===== config.mk =====
export PLATFORM = sky130hd
export DESIGN_NAME = pag_port_a
export DESIGN_NICKNAME = d
export VERILOG_FILES = /design/src/verilog/pag_pkg.sv /design/src/verilog/pag_port_a.sv
export SDC_FILE = /design/constraint.sdc
export NUM_CORES = 1
export LEC_CHECK = 0
export BUFFER_PORTS_ARGS = -buffer_cell sky130_fd_sc_hd__clkbuf_2
export CAP_MARGIN = 20
export CORE_MARGIN = 3
export CORE_UTILIZATION = 55
export DETAILED_ROUTE_END_ITERATION = 10
export PLACE_DENSITY = 0.94
export SETUP_SLACK_MARGIN = 0.4
export SYNTH_ARGS = -nofsm -noshare
export SYNTH_HDL_FRONTEND = slang
export SYNTH_SLANG_ARGS = --single-unit

===== constraint.sdc =====
create_clock -name sys_clk -period 2.3 [get_ports sys_clk]
set_input_delay 0.46 -clock sys_clk [delete_from_list [all_inputs] [get_ports sys_clk]]
set_output_delay 0.46 -clock sys_clk [all_outputs]
set_load 0.05 [all_outputs]

===== src/verilog/pag_pkg.sv =====
// Shared constants and types for the port A pin block with function steering
package pag_pkg;

    // Register index on the plain register port
    localparam logic [3:0] PAG_ADR_PIN_VALUE = 4'h0;
    localparam logic [3:0] PAG_ADR_DIRECTION = 4'h1;
    localparam logic [3:0] PAG_ADR_LATCH     = 4'h2;
    localparam logic [3:0] PAG_ADR_ANALOG    = 4'h3;
    localparam logic [3:0] PAG_ADR_PULLUP    = 4'h4;
    localparam logic [3:0] PAG_ADR_OPTION    = 4'h5;
    localparam logic [3:0] PAG_ADR_STEER0    = 4'h6;
    localparam logic [3:0] PAG_ADR_STEER1    = 4'h7;
    localparam logic [3:0] PAG_ADR_PIN_SET   = 4'h8;
    localparam logic [3:0] PAG_ADR_PIN_CLR   = 4'h9;

    // Implemented bits per register
    localparam logic [7:0] PAG_LAT_MASK   = 8'hDF;
    localparam logic [7:0] PAG_ANA_MASK   = 8'h1F;
    localparam logic [7:0] PAG_PUP_MASK   = 8'h20;
    localparam logic [7:0] PAG_OPT_MASK   = 8'h80;
    localparam logic [7:0] PAG_STR1_MASK  = 8'h01;
    localparam logic [7:0] PAG_IN_ONLY    = 8'h20;

    // Reset values
    localparam logic [7:0] PAG_DIR_RST    = 8'hFF;
    localparam logic [7:0] PAG_LAT_RST    = 8'h00;
    localparam logic [7:0] PAG_ANA_RST    = 8'h1F;
    localparam logic [7:0] PAG_PUP_RST    = 8'h20;
    localparam logic [7:0] PAG_OPT_RST    = 8'h80;
    localparam logic [7:0] PAG_STR_RST    = 8'h00;

    // Field positions
    localparam int PAG_BIT_GPU_N      = 7;
    localparam int PAG_BIT_PUP5       = 5;
    localparam int PAG_BIT_RXDT       = 7;
    localparam int PAG_BIT_SPI1_OUT   = 6;
    localparam int PAG_BIT_SPI1_SEL   = 5;
    localparam int PAG_BIT_MOD2B      = 4;
    localparam int PAG_BIT_CCP2       = 3;
    localparam int PAG_BIT_MOD1D      = 2;
    localparam int PAG_BIT_MOD1C      = 1;
    localparam int PAG_BIT_CCP1       = 0;
    localparam int PAG_BIT_TXCK       = 0;

    // Peripheral claim on a pin: owns it, drives it, drive level
    typedef struct packed {
        logic en;
        logic oe;
        logic dat;
    } pag_ovr_s;

    localparam pag_ovr_s PAG_OVR_NONE = '{en: 1'b0, oe: 1'b0, dat: 1'b0};

endpackage


===== src/verilog/pag_port_a.sv =====
// Port A pin control, register file and alternate function steering
//
// The implementer's own choices: the strobed register port and the register offsets.
`timescale 1ns/100ps
`default_nettype none

// What this block does
// - An enabled peripheral owning a pin controls it instead of the port logic.
// - Port A is eight bits with direction and pin read each; all but line 5 are bidirectional with a latch.
// - Direction 1 turns the driver off; 0 drives the latch value onto the pin.
// - Line 5 is input only; its direction bit always reads 1.
// - Pin-value writes land in the latch; latch reads latch, pin-value reads pins.
// - Set and clear writes read the pins, modify, then store into the latch.
// - Analog select forces every digital read of that pin to 0.
// - Analog select leaves digital output untouched.
// - Direction still governs drivers on analog pins; software keeps them set.
// - Pull-up on line 5 follows pull-up control bit 5.
// - Pull-up is off whenever the pin is an output.
// - After reset the global pull-up enable holds pull-ups off.
// - Pin pull-up works only while the global pull-up enable bit is cleared.
// - Steering never changes direction bits; overrides follow the function's pin.
// - Steer0 bit 7 puts serial receive on port B line 1 or 2.
// - Steer0 bit 6 puts spi data out on port B line 2 or A line 6.
// - Steer0 bit 5 puts spi select on port B line 5 or A line 5.
// - Steer0 bit 4 puts modulator 2 output B on B line 7 or A line 6.
// - Steer0 bit 3 puts capture-compare 2 on B line 6 or A line 7.
// - Steer0 bit 2 puts modulator 1 output D on B line 7 or A line 6.
// - Steer0 bit 1 puts modulator 1 output C on B line 6 or A line 7.
// - Steer0 bit 0 puts capture-compare 1 on B line 3 or B line 0.
// - Steer1 bit 0 puts serial transmit on B line 2 or 5; bits 7-1 read 0.
module pag_port_a
#(
    parameter int ADDR_W = 4
)
(
    input  wire logic              sys_clk,
    input  wire logic              nrst,
    input  wire logic [ADDR_W-1:0] reg_addr,
    input  wire logic [7:0]        reg_wdata,
    input  wire logic              reg_wr,
    input  wire logic              reg_rd,
    output var  logic [7:0]        reg_rdata,
    input  wire logic [7:0]        pa_in,
    output var  logic [7:0]        pa_out,
    output var  logic [7:0]        pa_oe,
    output var  logic              pa5_pullup,
    input  wire logic [7:0]        pb_in,
    output var  pag_pkg::pag_ovr_s [7:0] pb_ovr,
    input  wire pag_pkg::pag_ovr_s rxdt_src,
    input  wire pag_pkg::pag_ovr_s spi1_out_src,
    input  wire pag_pkg::pag_ovr_s mod2b_src,
    input  wire pag_pkg::pag_ovr_s ccp2_src,
    input  wire pag_pkg::pag_ovr_s mod1d_src,
    input  wire pag_pkg::pag_ovr_s mod1c_src,
    input  wire pag_pkg::pag_ovr_s ccp1_src,
    input  wire pag_pkg::pag_ovr_s txck_src,
    output var  logic              rxdt_in,
    output var  logic              spi1_sel_in,
    output var  logic              ccp2_in,
    output var  logic              ccp1_in,
    output var  logic              txck_in
);
    import pag_pkg::*;

    // Address must reach every register index
    generate
        if (ADDR_W < 4)
        begin : g_chk
            $error("ADDR_W too narrow for the register map");
        end
    endgenerate

    logic [7:0]  dir_r;
    logic [7:0]  lat_r;
    logic [7:0]  ana_r;
    logic [7:0]  pup_r;
    logic [7:0]  opt_r;
    logic [7:0]  str0_r;
    logic [7:0]  str1_r;
    logic [7:0]  pin_rd;
    logic [7:0]  dir_rd;
    logic [7:0]  rdata_nxt;
    logic [3:0]  adr;
    logic        hit_wr;
    pag_ovr_s    ovr_a6;
    pag_ovr_s    ovr_a7;
    pag_ovr_s [7:0] pb_ovr_nxt;
    logic [7:0]  pa_out_nxt;
    logic [7:0]  pa_oe_nxt;

    // Claim passes only while its pin is the selected one
    function automatic pag_ovr_s route(input pag_ovr_s src, input logic sel);
        route = sel ? src : PAG_OVR_NONE;
    endfunction

    // Higher priority claim wins when it owns the pin
    function automatic pag_ovr_s pick(input pag_ovr_s hi, input pag_ovr_s lo);
        pick = hi.en ? hi : lo;
    endfunction

    assign adr    = reg_addr[3:0];
    assign hit_wr = reg_wr && (reg_addr >> 4) == '0;

    // Digital read path with analog pins forced low
    assign pin_rd = pa_in & ~ana_r;
    assign dir_rd = dir_r | PAG_IN_ONLY;

    // Direction register
    always_ff @(posedge sys_clk or negedge nrst)
    begin
        if (!nrst)
            dir_r <= PAG_DIR_RST;
        else if (hit_wr && adr == PAG_ADR_DIRECTION)
            dir_r <= reg_wdata | PAG_IN_ONLY;
    end

    // Output latch: direct, pin-value, and pin-based set/clear writes
    always_ff @(posedge sys_clk or negedge nrst)
    begin
        if (!nrst)
            lat_r <= PAG_LAT_RST;
        else if (hit_wr)
        begin
            case (adr)
                PAG_ADR_LATCH,
                PAG_ADR_PIN_VALUE: lat_r <= reg_wdata & PAG_LAT_MASK;
                PAG_ADR_PIN_SET:   lat_r <= (pin_rd | reg_wdata) & PAG_LAT_MASK;
                PAG_ADR_PIN_CLR:   lat_r <= (pin_rd & ~reg_wdata) & PAG_LAT_MASK;
                default:           lat_r <= lat_r;
            endcase
        end
    end

    // Analog select, pull-up control and global pull-up enable
    always_ff @(posedge sys_clk or negedge nrst)
    begin
        if (!nrst)
        begin
            ana_r <= PAG_ANA_RST;
            pup_r <= PAG_PUP_RST;
            opt_r <= PAG_OPT_RST;
        end
        else if (hit_wr)
        begin
            if (adr == PAG_ADR_ANALOG)
                ana_r <= reg_wdata & PAG_ANA_MASK;
            if (adr == PAG_ADR_PULLUP)
                pup_r <= reg_wdata & PAG_PUP_MASK;
            if (adr == PAG_ADR_OPTION)
                opt_r <= reg_wdata & PAG_OPT_MASK;
        end
    end

    // Steering selects, cleared on every reset
    always_ff @(posedge sys_clk or negedge nrst)
    begin
        if (!nrst)
        begin
            str0_r <= PAG_STR_RST;
            str1_r <= PAG_STR_RST;
        end
        else if (hit_wr)
        begin
            if (adr == PAG_ADR_STEER0)
                str0_r <= reg_wdata;
            if (adr == PAG_ADR_STEER1)
                str1_r <= reg_wdata & PAG_STR1_MASK;
        end
    end

    // Read mux; unmapped or write-only indices return zero
    always_comb
    begin
        rdata_nxt = 8'h00;
        if (reg_rd && (reg_addr >> 4) == '0)
        begin
            case (adr)
                PAG_ADR_PIN_VALUE: rdata_nxt = pin_rd;
                PAG_ADR_DIRECTION: rdata_nxt = dir_rd;
                PAG_ADR_LATCH:     rdata_nxt = lat_r;
                PAG_ADR_ANALOG:    rdata_nxt = ana_r;
                PAG_ADR_PULLUP:    rdata_nxt = pup_r;
                PAG_ADR_OPTION:    rdata_nxt = opt_r;
                PAG_ADR_STEER0:    rdata_nxt = str0_r;
                PAG_ADR_STEER1:    rdata_nxt = str1_r;
                default:           rdata_nxt = 8'h00;
            endcase
        end
    end

    // Read data valid only in the cycle after the strobe
    always_ff @(posedge sys_clk or negedge nrst)
    begin
        if (!nrst)
            reg_rdata <= 8'h00;
        else
            reg_rdata <= rdata_nxt;
    end

    // Port A claims in output priority order
    always_comb
    begin
        ovr_a6 = pick(route(spi1_out_src, str0_r[PAG_BIT_SPI1_OUT]),
                 pick(route(mod1d_src, str0_r[PAG_BIT_MOD1D]),
                      route(mod2b_src, str0_r[PAG_BIT_MOD2B])));
        ovr_a7 = pick(route(mod1c_src, str0_r[PAG_BIT_MOD1C]),
                      route(ccp2_src, str0_r[PAG_BIT_CCP2]));
    end

    // Port B claims for the port B pin logic
    always_comb
    begin
        pb_ovr_nxt    = {8{PAG_OVR_NONE}};
        pb_ovr_nxt[0] = route(ccp1_src, str0_r[PAG_BIT_CCP1]);
        pb_ovr_nxt[1] = route(rxdt_src, !str0_r[PAG_BIT_RXDT]);
        pb_ovr_nxt[2] = pick(route(rxdt_src, str0_r[PAG_BIT_RXDT]),
                        pick(route(txck_src, !str1_r[PAG_BIT_TXCK]),
                             route(spi1_out_src, !str0_r[PAG_BIT_SPI1_OUT])));
        pb_ovr_nxt[3] = route(ccp1_src, !str0_r[PAG_BIT_CCP1]);
        pb_ovr_nxt[5] = route(txck_src, str1_r[PAG_BIT_TXCK]);
        pb_ovr_nxt[6] = pick(route(mod1c_src, !str0_r[PAG_BIT_MOD1C]),
                             route(ccp2_src, !str0_r[PAG_BIT_CCP2]));
        pb_ovr_nxt[7] = pick(route(mod1d_src, !str0_r[PAG_BIT_MOD1D]),
                             route(mod2b_src, !str0_r[PAG_BIT_MOD2B]));
    end

    // Pin drivers: peripheral claim first, else direction and latch
    always_comb
    begin
        pa_oe_nxt  = ~dir_rd;
        pa_out_nxt = lat_r;
        if (ovr_a6.en)
        begin
            pa_oe_nxt[6]  = ovr_a6.oe;
            pa_out_nxt[6] = ovr_a6.dat;
        end
        if (ovr_a7.en)
        begin
            pa_oe_nxt[7]  = ovr_a7.oe;
            pa_out_nxt[7] = ovr_a7.dat;
        end
    end

    // Registered pin outputs and port B claims
    always_ff @(posedge sys_clk or negedge nrst)
    begin
        if (!nrst)
        begin
            pa_out <= 8'h00;
            pa_oe  <= 8'h00;
            pb_ovr <= {8{PAG_OVR_NONE}};
        end
        else
        begin
            pa_out <= pa_out_nxt;
            pa_oe  <= pa_oe_nxt;
            pb_ovr <= pb_ovr_nxt;
        end
    end

    // Weak pull-up on line 5
    always_ff @(posedge sys_clk or negedge nrst)
    begin
        if (!nrst)
            pa5_pullup <= 1'b0;
        else
            pa5_pullup <= pup_r[PAG_BIT_PUP5]
                        && !opt_r[PAG_BIT_GPU_N]
                        && !pa_oe_nxt[5];
    end

    // Pin levels delivered to the steered peripheral inputs
    always_ff @(posedge sys_clk or negedge nrst)
    begin
        if (!nrst)
        begin
            rxdt_in <= 1'b0;
            spi1_sel_in <= 1'b0;
            ccp2_in <= 1'b0;
            ccp1_in <= 1'b0;
            txck_in <= 1'b0;
        end
        else
        begin
            rxdt_in <= str0_r[PAG_BIT_RXDT] ? pb_in[2] : pb_in[1];
            spi1_sel_in <= str0_r[PAG_BIT_SPI1_SEL] ? pin_rd[5] : pb_in[5];
            ccp2_in <= str0_r[PAG_BIT_CCP2] ? pin_rd[7] : pb_in[6];
            ccp1_in <= str0_r[PAG_BIT_CCP1] ? pb_in[0] : pb_in[3];
            txck_in <= str1_r[PAG_BIT_TXCK] ? pb_in[5] : pb_in[2];
        end
    end
endmodule

`default_nettype wire

; ---- Word level (Yosys, flattened, before mapping)
; Index checks and enable logic that the tools add are counted.
[word_totals]
inputBits = 56
ff_bits = 82
wordCells = 101
[op_classes]
muxes = 35
eq_ne = 9
bitwise = 6
reduce_logical = 14
[op_table]
columns = cell, count
row1 = 3-bit 2-to-1 mux, 23
row2 = 8-bit case mux with 8 select lines, 1
row3 = 8-bit case mux with 3 select lines, 1
row4 = 8-bit AND, 2
row5 = "4-bit by 3-bit == test with 1-bit output, second input constant", 4
row6 = 8-bit NOT, 2
row7 = 2-bit AND reduction, 6
row8 = 1-bit 2-to-1 mux, 9
row9 = "4-bit by 2-bit == test with 1-bit output, second input constant", 2
row10 = "4-bit == test, second input constant", 2
row11 = 8-bit 2-to-1 mux, 1
row12 = 5-bit NOT with 8-bit output, 1
row13 = 8-bit OR, 1
row14 = "4-bit by 1-bit == test with 1-bit output, second input constant", 1
row15 = 4-bit zero test, 1
row16 = 1-bit logical AND, 3
row17 = 3-bit nonzero test, 1
row18 = 1-bit zero test, 2
row19 = 2-bit OR reduction, 1

; ---- Logic depth before layout (Yosys ltp)
; Gate-level depths: netlist of the first run.
[depth]
ltp_word = 4
depth_mapped = 5
depth_no_buf = 3

; ---- Worst setup path before layout of the first run
; Ideal clock, no wire load.
[synth_timing]
path_kind = input to register
startpoint = input port reg_addr[1]
endpoint = register reg_rdata[1]
setup_slack_ns = 0.834
path_stages = 5
t_arrival_ns = 1.337
required_ns = 2.171
path_cell_list = buf_2 buf_2 mux2_2 a21oi_1 o32ai_1
[synth_between]
elab_chain_len = 3
word_cells_on_any_way = 10
cone_classes = eq/ne: 7 / mux: 2 / reduce/logical: 1
[synth_lines]
columns = item, line
row1 = "start, declared", pag_port_a.sv:38  ; input wire logic [ADDR_W-1:0] reg_addr,
row2 = "4-bit by 3-bit == test with 1-bit output, or another cell as far along", pag_port_a.sv:177  ; case (adr)
row3 = 8-bit case mux with 8 select lines (*), pag_port_a.sv:177
row4 = 8-bit 2-to-1 mux (*), pag_port_a.sv:175  ; if (reg_rd && (reg_addr >> 4) == '0)
row5 = named net rdata_nxt[1], pag_port_a.sv:82  ; logic [7:0] rdata_nxt;
row6 = "end signal, assigned", pag_port_a.sv:197  ; reg_rdata <= rdata_nxt;
row7 = "end, declared", pag_port_a.sv:42  ; output var logic [7:0] reg_rdata,
; Mark *: on every way through the listed nets, which the timed path passes. The rest lies on a longest branch.
; A chain may end at the register's enable or synchronous reset.

; ---- Worst setup path in the final report of the first run
[layout_timing]
startpoint = input port reg_addr[0]
endpoint = register lat_r[4]
[layout_between]
elab_chain_len = 4
word_cells_on_any_way = 8
cone_classes = eq/ne: 3 / mux: 1 / reduce/logical: 4
[layout_lines]
columns = item, line
row1 = 4-bit by 2-bit == test with 1-bit output / 4-bit zero test (equally long branches), pag_port_a.sv:124  ; case (adr)
row2 = 2-bit OR reduction, pag_port_a.sv:124
row3 = 3-bit nonzero test (no source line), n/a
row4 = 2-bit AND reduction (no source line), n/a
row5 = "end signal, assigned", pag_port_a.sv:126  ; PAG_ADR_PIN_VALUE: lat_r <= reg_wdata & PAG_LAT_MASK;
row6 = "end signal, assigned", pag_port_a.sv:127  ; PAG_ADR_PIN_SET: lat_r <= (pin_rd | reg_wdata) & PAG_LAT_MASK;
row7 = "end signal, assigned", pag_port_a.sv:128  ; PAG_ADR_PIN_CLR: lat_r <= (pin_rd & ~reg_wdata) & PAG_LAT_MASK;
row8 = "end, declared", pag_port_a.sv:74  ; logic [7:0] lat_r;
; Several ways; a longest one is shown, not always the timed one. The select of a mux whose other input is x is not followed.

==> PnR_summary.wiki, run 1 <==
{| class="wikitable"
! Metric !! Value
|-
| Clock H-tree levels || 3
|-
| Endpoint required time on the critical path || 2.53 ns
|-
| Design area || 0.004312 mm²
|-
| Vias in the first global route || 2654
|-
| Sequential cell area fraction in the yosys report || 56.56%
|-
| Setup ws final || 0.7547 ns
|-
| Total routed wirelength || 7.890 mm
|-
| Cell type with the largest total area after synthesis || sky130_fd_sc_hd__dfrtp_1
|-
| Initial Util || 58.18%
|-
| CTS tree || built
|-
| Slowest stage cell on the critical path || sky130_fd_sc_hd__nand4bb_1
|-
| DRC violation count after routing || 0
|-
| HPWL Detailed || 5.885 mm
|-
| Average wire per standard cell || 16.58 µm
|-
| Count of hold buffers inserted by post-cts repair || 0
|-
| Fraction of post-synthesis cell area in the top cell type by area || 46.13%
|-
| Largest net degree at the start of global routing || 43
|-
| Peak fanout along the critical path || 15
|-
| Cell count of the worst reg-to-reg path || 3
|-
| Hold Violations, Final || 0
|-
| Clock Skews || 0.01038 ns
|-
| Actual transition at the worst max-transition pin || 0.5606 ns
|-
| Placement-stage cell area || 0.004104 mm²
|-
| Avg Cell Area, Syn || 12.20 µm²
|-
| Crit path to || lat_r[4]
|-
| Total number of placement rows || 28
|-
| Prevailing post-synth register cell || sky130_fd_sc_hd__dfrtp_1
|-
| Post CTS Setup Buffer Count || 0
|-
| Share of cells above drive strength 1 || 45.64%
|-
| Number of nets still failing antenna checks after routing || 0
|-
| #FFs+latches synth || 79
|-
| Most numerous cell types in the synthesized netlist || sky130_fd_sc_hd__dfrtp_1 (65), sky130_fd_sc_hd__mux2_2 (38), sky130_fd_sc_hd__inv_1 (15)
|-
| Final period demand of the worst path || 1.545 ns
|-
| Number of flops mapped to enable cells by yosys || 0
|-
| Drt pass-1 iters || 4
|-
| Synth area leaders || sky130_fd_sc_hd__dfrtp_1 (46%), sky130_fd_sc_hd__mux2_2 (12%), sky130_fd_sc_hd__dfstp_2 (10%)
|-
| Number of nets at the end of the flow || 452
|-
| Growth of design area from synthesis to finish || 22.29%
|-
| Classification of the worst-slack hold path || input port to asynchronous set/reset pin
|-
| Final setup violation count || 0
|-
| Clock buffer depth || 2
|-
| Outcome || finished clean
|-
| Critical path startpoint || reg_addr[0]
|-
| Relative slew slack || 62.46%
|-
| Count of instances resized after the clock tree is built || 0
|-
| Number of antenna violations at the first check in global routing || 0
|-
| Overall power || 0.004140 W
|-
| Clock latency on the worst-skew pair || 0.35 ns
|-
| Maximum capacitance violations || 0
|-
| Netlist area before placement || 0.003526 mm²
|-
| Setup total negative slack || 0 ns
|-
| Number of I/O pins || 110
|-
| Capture point of the worst reg-to-reg path || pa_oe[6]
|-
| R2r startpoint || str0_r[2]
|-
| Achievable Freq || 647.1 MHz
|-
| Final clock period utilization by the worst path || 67.19%
|-
| Critical path arrival || 1.78 ns
|-
| Synthesis Warnings || 0
|-
| Total vias in the final route || 2612
|-
| Unrepaired setup endpoints after global routing || no
|-
| Clock buffer count from CTS || 9
|-
| Share of synthesized flip-flops with an asynchronous set or reset || 100.0%
|-
| Largest stage delay, worst path || 0.42 ns
|-
| Type of origin of the critical path || input port
|-
| Hold Worst Slack || 0.09404 ns
|-
| Max IR drop VDD || 0.0006455 V
|-
| Last weighted congestion value of the routability-driven placer || 0.8381
|-
| Count of distinct cell types in the synthesized netlist || 48
|-
| Critical path endpoint category || register
|-
| TritonCTS Sinks || 79
|-
| Global-route wire length before repair || 12.81 mm
|-
| Worst slack at placement || 0.4378 ns
|-
| Die Span Y || 86.07 µm
|-
| Type of the worst setup path || input port to register
|-
| Sum of overflow across all layers after global routing || 0
|-
| Final count of pins violating max slew || 0
|-
| Overall die area || 0.007407 mm²
|-
| P per Cell Area || 960.3 mW/mm²
|-
| Cell count after synthesis || 289
|-
| Cells along the critical path || clkbuf_2 -> nand4bb_1 -> a22o_1 -> mux2_2
|-
| Initial DRC Count || 126
|-
| Total GRT Usage || 22.67%
|-
| Most used standard cell by instance count after synthesis || sky130_fd_sc_hd__dfrtp_1
|-
| Reg-to-reg setup timing slack || 0.86 ns
|-
| CTS clock-pin slew for the worst setup and hold paths || 0.08 ns
|-
| Area of the core || 0.006061 mm²
|-
| Die Wd || 86.07 µm
|-
| LEAKAGE || 2.078 nW
|-
| Total inserted antenna cells || 0
|-
| Routed vias/inst || 5.487
|-
| Number of I/O port buffers || 102
|-
| CTS Root Buffer Type || sky130_fd_sc_hd__clkbuf_8
|}
==> final cells by class <==
class,instances,area [µm²]
Tap cell,75,93.84
Inverter,16,60.06
Fill cell,453,1749
Timing Repair Buffer,108,570.5
Clock buffer,10,137.6
Multi-Input combinational cell,182,1385
Sequential cell,79,1994
Clock inverter,6,70.07
==> critical path: cells and delay by family <==
family          cells  cell delay [ns]
simple gates        1             0.42
mux                 1             0.27
buf+inv             1             0.27
compound gates      1             0.36
==> per-stage QoR <==
step	utilization (%)	std cells
after global routing	71.14	476
after global placement	67.71	460
final	71.14	476
after floorplan	-	293
after CTS	71.14	476
after detailed placement	67.71	460
==> cells by family after synthesis <==
kind of cell | Yosys count | share of synthesized area [%]
AOI/OAI and AO/OA | 44 | 8.836
buffers and inverters | 32 | 4.577
DFF | 79 | 56.56
muxes | 44 | 13.84
other | 1 | 0.1064
and+or+nand+nor | 89 | 16.08
==> worst min-delay path by stage <==
stage / startpoint / endpoint / slack [ns] / depth (start not counted)
after detailed placement: lat_r[1] / pa_out[1] / 0.40 / 0
after CTS: nrst / pa_oe[4] / 0.1 / 1
after global routing: nrst / pb_ovr[22] / 0.11 / 1
after global placement: lat_r[2] / pa_out[2] / 0.38 / 0
after floorplan: nrst / ccp1_in / 0.16 / 0
final: nrst / pb_ovr[23] / 0.09 / 1
==> sequential cells by signal, summed over array words and instances (netlist names), 5 cells and up <==
register   count
pb_ovr        21
reg_rdata      8
str0_r         8
dir_r          7
lat_r          7
pa_oe          7
pa_out         7
ana_r          5
==> where the power goes <==
| part | switching [W] | internal, W | total (W) |
|---|---|---|---|
| sequential | 0.000179 | 0.00170 | 0.00188 |
| combinational | 0.000833 | 0.000381 | 0.00121 |
| clock | 0.000518 | 0.000534 | 0.00105 |
| total | 0.00153 | 0.00261 | 0.00414 |
==> metal layers <==
layer | vias up | track usage [%] | routed length (µm)
met1 | 1250 | 28.14 | 3050
met5 | - | 0 | 0
met2 | 122 | 36.65 | 4032
met3 | 12 | 6.436 | 678
met4 | 0 | 10.50 | 129
li1 | 1228 | - | -
==> layout by cell type (no fill, tap or decap), types with 3 or more instances in the layout <==
cell type / count
sky130_fd_sc_hd__a21oi_1: 9
sky130_fd_sc_hd__a221o_1: 3
sky130_fd_sc_hd__a221oi_1: 3
sky130_fd_sc_hd__a22o_1: 6
sky130_fd_sc_hd__and2_1: 6
sky130_fd_sc_hd__and3_1: 5
sky130_fd_sc_hd__buf_4: 6
sky130_fd_sc_hd__clkbuf_2: 101
sky130_fd_sc_hd__clkbuf_8: 10
sky130_fd_sc_hd__clkinvlp_4: 3
sky130_fd_sc_hd__conb_1: 5
sky130_fd_sc_hd__dfrtp_1: 65
sky130_fd_sc_hd__dfstp_2: 14
sky130_fd_sc_hd__inv_1: 15
sky130_fd_sc_hd__mux2_2: 38
sky130_fd_sc_hd__mux2i_1: 6
sky130_fd_sc_hd__nand2_1: 10
sky130_fd_sc_hd__nand2b_1: 10
sky130_fd_sc_hd__nand3_1: 3
sky130_fd_sc_hd__nand3b_1: 9
sky130_fd_sc_hd__nor2_1: 9
sky130_fd_sc_hd__nor2b_1: 12
sky130_fd_sc_hd__nor3_1: 4
sky130_fd_sc_hd__nor3b_1: 6
sky130_fd_sc_hd__o21ai_0: 11
Power figures use the tool's default switching activity.
==> inputs of run 2 (changes only) <==
- CORE_UTILIZATION: 55 -> 51
- PLACE_DENSITY: 0.94 -> 0.89
- clock period: 2.3 -> 1.48 ns (I/O delays scaled with it)
==> run 2 against run 1 <==
Flip-flop and latch count stayed put. Clock skew fell by 0.0014 ns. Critical endpoint is now reg_rdata[2]. Critical path depth is 2 higher. Global-route usage rose by 3.7 points. Register-to-register slack lost 0.73 ns. Cell area increased by 29%. Highest routed layer unchanged. Worst setup slack worse by 0.62 ns. Die area grew 7.3%. Largest power group unchanged. Combinational power up 140%. Sequential share of layout area is 10 points lower. Largest cell class unchanged. Count of clock-buffer cells in the layout rose by 1.
==> PnR_summary.wiki, run 2 (synthesized netlist as in run 1, its figures left out) <==
{| class="wikitable"
! Metric !! Value
|-
| Outcome || finished clean
|-
| Number of I/O port buffers || 102 (unchanged)
|-
| Die Span Y || 89.15 µm (+3.6%)
|-
| Initial Util || 53.98% (-4.2 points)
|-
| Fraction of power spent switching nets || 34.53% (-2.4 points)
|-
| Most repeated library cell on the critical path || sky130_fd_sc_hd__buf_4
|-
| Number of buffer and inverter stages on the critical path || 3 (+2)
|-
| Sum of overflow across all layers after global routing || 0 (unchanged)
|-
| Peak fanout along the critical path || 3 (-12)
|-
| Internal power summed over all cells || 0.005189 W (+99%)
|-
| Max IR drop VDD || 0.001221 V (+89%)
|-
| Endpoint required time on the critical path || 1.72 ns (-0.81 ns)
|-
| CTS clock-pin slew for the worst setup and hold paths || 0.09 ns (about the same)
|-
| Proportion of power drawn by combinational gates || 36.4% (+7.1 points)
|-
| Initial DRC Count || 208 (+65%)
|-
| Total number of placement rows || 29 (+3.6%)
|-
| Area occupied by multi-input gates || 0.001685 mm² (+22%)
|-
| Average wire per standard cell || 21.45 µm (+29%)
|-
| Final count of pins violating max slew || 0 (unchanged)
|-
| Drt pass-1 iters || 5 (+1)
|-
| Vias in the first global route || 3128 (+18%)
|-
| Area of the core || 0.006531 mm² (+7.8%)
|-
| Fillcell total || 300 (-34%)
|-
| Clock H-tree levels || 3 (unchanged)
|-
| Type of the worst setup path || register to register
|-
| Number of antenna violations at the first check in global routing || 0 (unchanged)
|-
| Commonest non-fill, non-tap cells in the layout || sky130_fd_sc_hd__dfrtp_1 (63), sky130_fd_sc_hd__buf_8 (50), sky130_fd_sc_hd__clkbuf_2 (49)
|-
| Clock buffer count from CTS || 9 (unchanged)
|-
| Number of I/O pins || 110 (unchanged)
|-
| Share of total power in the clock network || 25.2% (-0.2 points)
|-
| TritonCTS Sinks || 79 (unchanged)
|-
| Number of nets at the end of the flow || 501 (+11%)
|-
| P per Cell Area || 1421 mW/mm² (+48%)
|-
| Number of nets still failing antenna checks after routing || 0 (unchanged)
|-
| Largest stage delay, worst path || 0.41 ns (about the same)
|-
| Post-layout util || 85.42% (+14 points)
|-
| Slowest stage cell on the critical path || sky130_fd_sc_hd__dfrtp_1
|-
| Cells along the critical path || buf_4 -> buf_4 -> buf_4 -> nand3b_1 -> a21oi_1 -> a221o_1
|-
| Final period demand of the worst path || 1.347 ns
|-
| Largest register by flop count || pb_ovr
|-
| Final clock period utilization by the worst path || 91.00%
|-
| Storage element area || 0.001997 mm² (+0.13%)
|-
| Critical path endpoint category || register
|-
| Clock latency on the worst-skew pair || 0.37 ns (+0.02 ns)
|-
| Overall power || 0.007926 W (+91%)
|-
| Total GRT Usage || 26.32% (+3.7 points)
|-
| Final setup violation count || 0 (unchanged)
|-
| Routed vias/inst || 5.888 (+7.3%)
|-
| Flip-flop count of the largest register after layout || 21 (unchanged)
|-
| Total vias in the final route || 3103 (+19%)
|-
| Die Wd || 89.15 µm (+3.6%)
|-
| Global-route wire length before repair || 15.46 mm (+21%)
|-
| Achievable Freq || 742.5 MHz
|-
| Type of origin of the critical path || register
|-
| Growth of design area from synthesis to finish || 58.23%
|-
| Last weighted congestion value of the routability-driven placer || 0.7969 (-4.9%)
|-
| Reg-to-reg setup timing slack || 0.13 ns (-0.73 ns)
|-
| Largest registers in the final layout || pb_ovr: 21 flops, reg_rdata: 8 flops, str0_r: 8 flops
|-
| Clock buffer depth || 2 (unchanged)
|-
| Seq pwr share || 38.3% (-7.0 points)
|-
| DRC violation count after routing || 0 (unchanged)
|-
| LEAKAGE || 2.676 nW (+29%)
|-
| Net switching power || 0.002737 W (+79%)
|-
| Classification of the worst-slack hold path || input port to register
|-
| Share of cells above drive strength 1 || 57.11% (+11 points)
|-
| Total inserted antenna cells || 0 (unchanged)
|-
| HPWL Detailed || 6.346 mm (+7.8%)
|-
| Crit-path leading delay family || flip-flops
|-
| Overall die area || 0.007947 mm² (+7.3%)
|-
| Maximum capacitance violations || 0 (unchanged)
|-
| Largest net degree at the start of global routing || 46 (+7.0%)
|-
| CTS tree || built
|-
| Total routed wirelength || 11.30 mm (+43%)
|-
| Unrepaired setup endpoints after global routing || yes
|-
| Most common cell after layout, fill and taps aside || sky130_fd_sc_hd__dfrtp_1
|-
| Clock Skews || 0.008962 ns (-0.001421 ns)
|-
| Critical path arrival || 1.59 ns (-0.19 ns)
|-
| CTS Root Buffer Type || sky130_fd_sc_hd__clkbuf_8
|-
| Hold Violations, Final || 0 (unchanged)
|}
## run 2: cell types whose count changed in the layout (fill, tap and decap cells not counted), sizes merged
| cell | before | now |
|---|---|---|
| clkinv | 2 | 0 |
| bufinv | 1 | 3 |
| clkinvlp | 3 | 2 |
| dlygate4sd3 | 0 | 1 |
| buf | 7 | 107 |
| clkbuf | 111 | 60 |
## run 2: final timing paths
kind / depth (start not counted) / startpoint / to
min reg2reg: 0 / lat_r[2] / pa_out[2]
min: 2 / pb_in[1] / rxdt_in
min in group asynchronous: 2 / nrst / pa_oe[6]
max: 6 / str0_r[2] / reg_rdata[2]
max in group asynchronous: 3 / nrst / dir_r[7]
max reg2reg: 6 / str0_r[2] / reg_rdata[2]
## run 2: routing by layer
metal  GRT usage, %  wire (µm)  up-vias
met4          13.26        356        0
met5              0          0        -
met2          44.14       5948      169
met1          31.59       4184     1561
li1               -          -     1339
met3          6.359        814       34
## run 2: per-stage QoR
step	area, µm²	TNS (ns)	hold slack, ns	setup WS [ns]	instances
final	5579	0	0.1573	0.1332	527
after global routing	5579	0	0.1519	0.07490	527
after CTS	5266	0	0.1431	0.1533	513
after detailed placement	4479	-0.1128	0.1928	-0.03086	487
after global placement	4479	0	0.1860	0.005896	487
after floorplan	3769	0	0.0004090	0.1638	293
## run 2: worst register-to-register path, cell delays in order, from the launching register on
cell and delay (ns):
sky130_fd_sc_hd__dfrtp_1 0.41, sky130_fd_sc_hd__buf_4 0.14, sky130_fd_sc_hd__buf_4 0.12, sky130_fd_sc_hd__buf_4 0.12, sky130_fd_sc_hd__nand3b_1 0.09, sky130_fd_sc_hd__a21oi_1 0.07
sky130_fd_sc_hd__a221o_1 0.27
## run 2: area by class of cell
type | instances | area share, %
well taps | 77 | 1.727
repair buffers | 157 | 26.78
clock inverters | 5 | 1.884
flip-flops and latches | 79 | 35.79
clock buffers | 11 | 2.534
inverters | 16 | 1.076
multi-input cells | 182 | 30.21
## run 2: power by group through the flow
| stage | clock, W | combinational (W) | sequential [W] |
|---|---|---|---|
| CTS | 0.00199 | 0.00257 | 0.00294 |
| floorplan | 0 | 0.000742 | 0.00370 |
| finish | 0.00200 | 0.00289 | 0.00304 |
| detailed placement | 0 | 0.00211 | 0.00295 |
| global placement | 0 | 0.00206 | 0.00293 |
| global route | 0.00210 | 0.00302 | 0.00308 |
## run 2: timing repair
item                                   CTS  global route
resized for setup                      107            87
setup buffers                            9            14
setup endpoints to repair               71            88
hold buffers                             1             0
pin swaps                                3            10
endpoints found under the hold margin   17             0
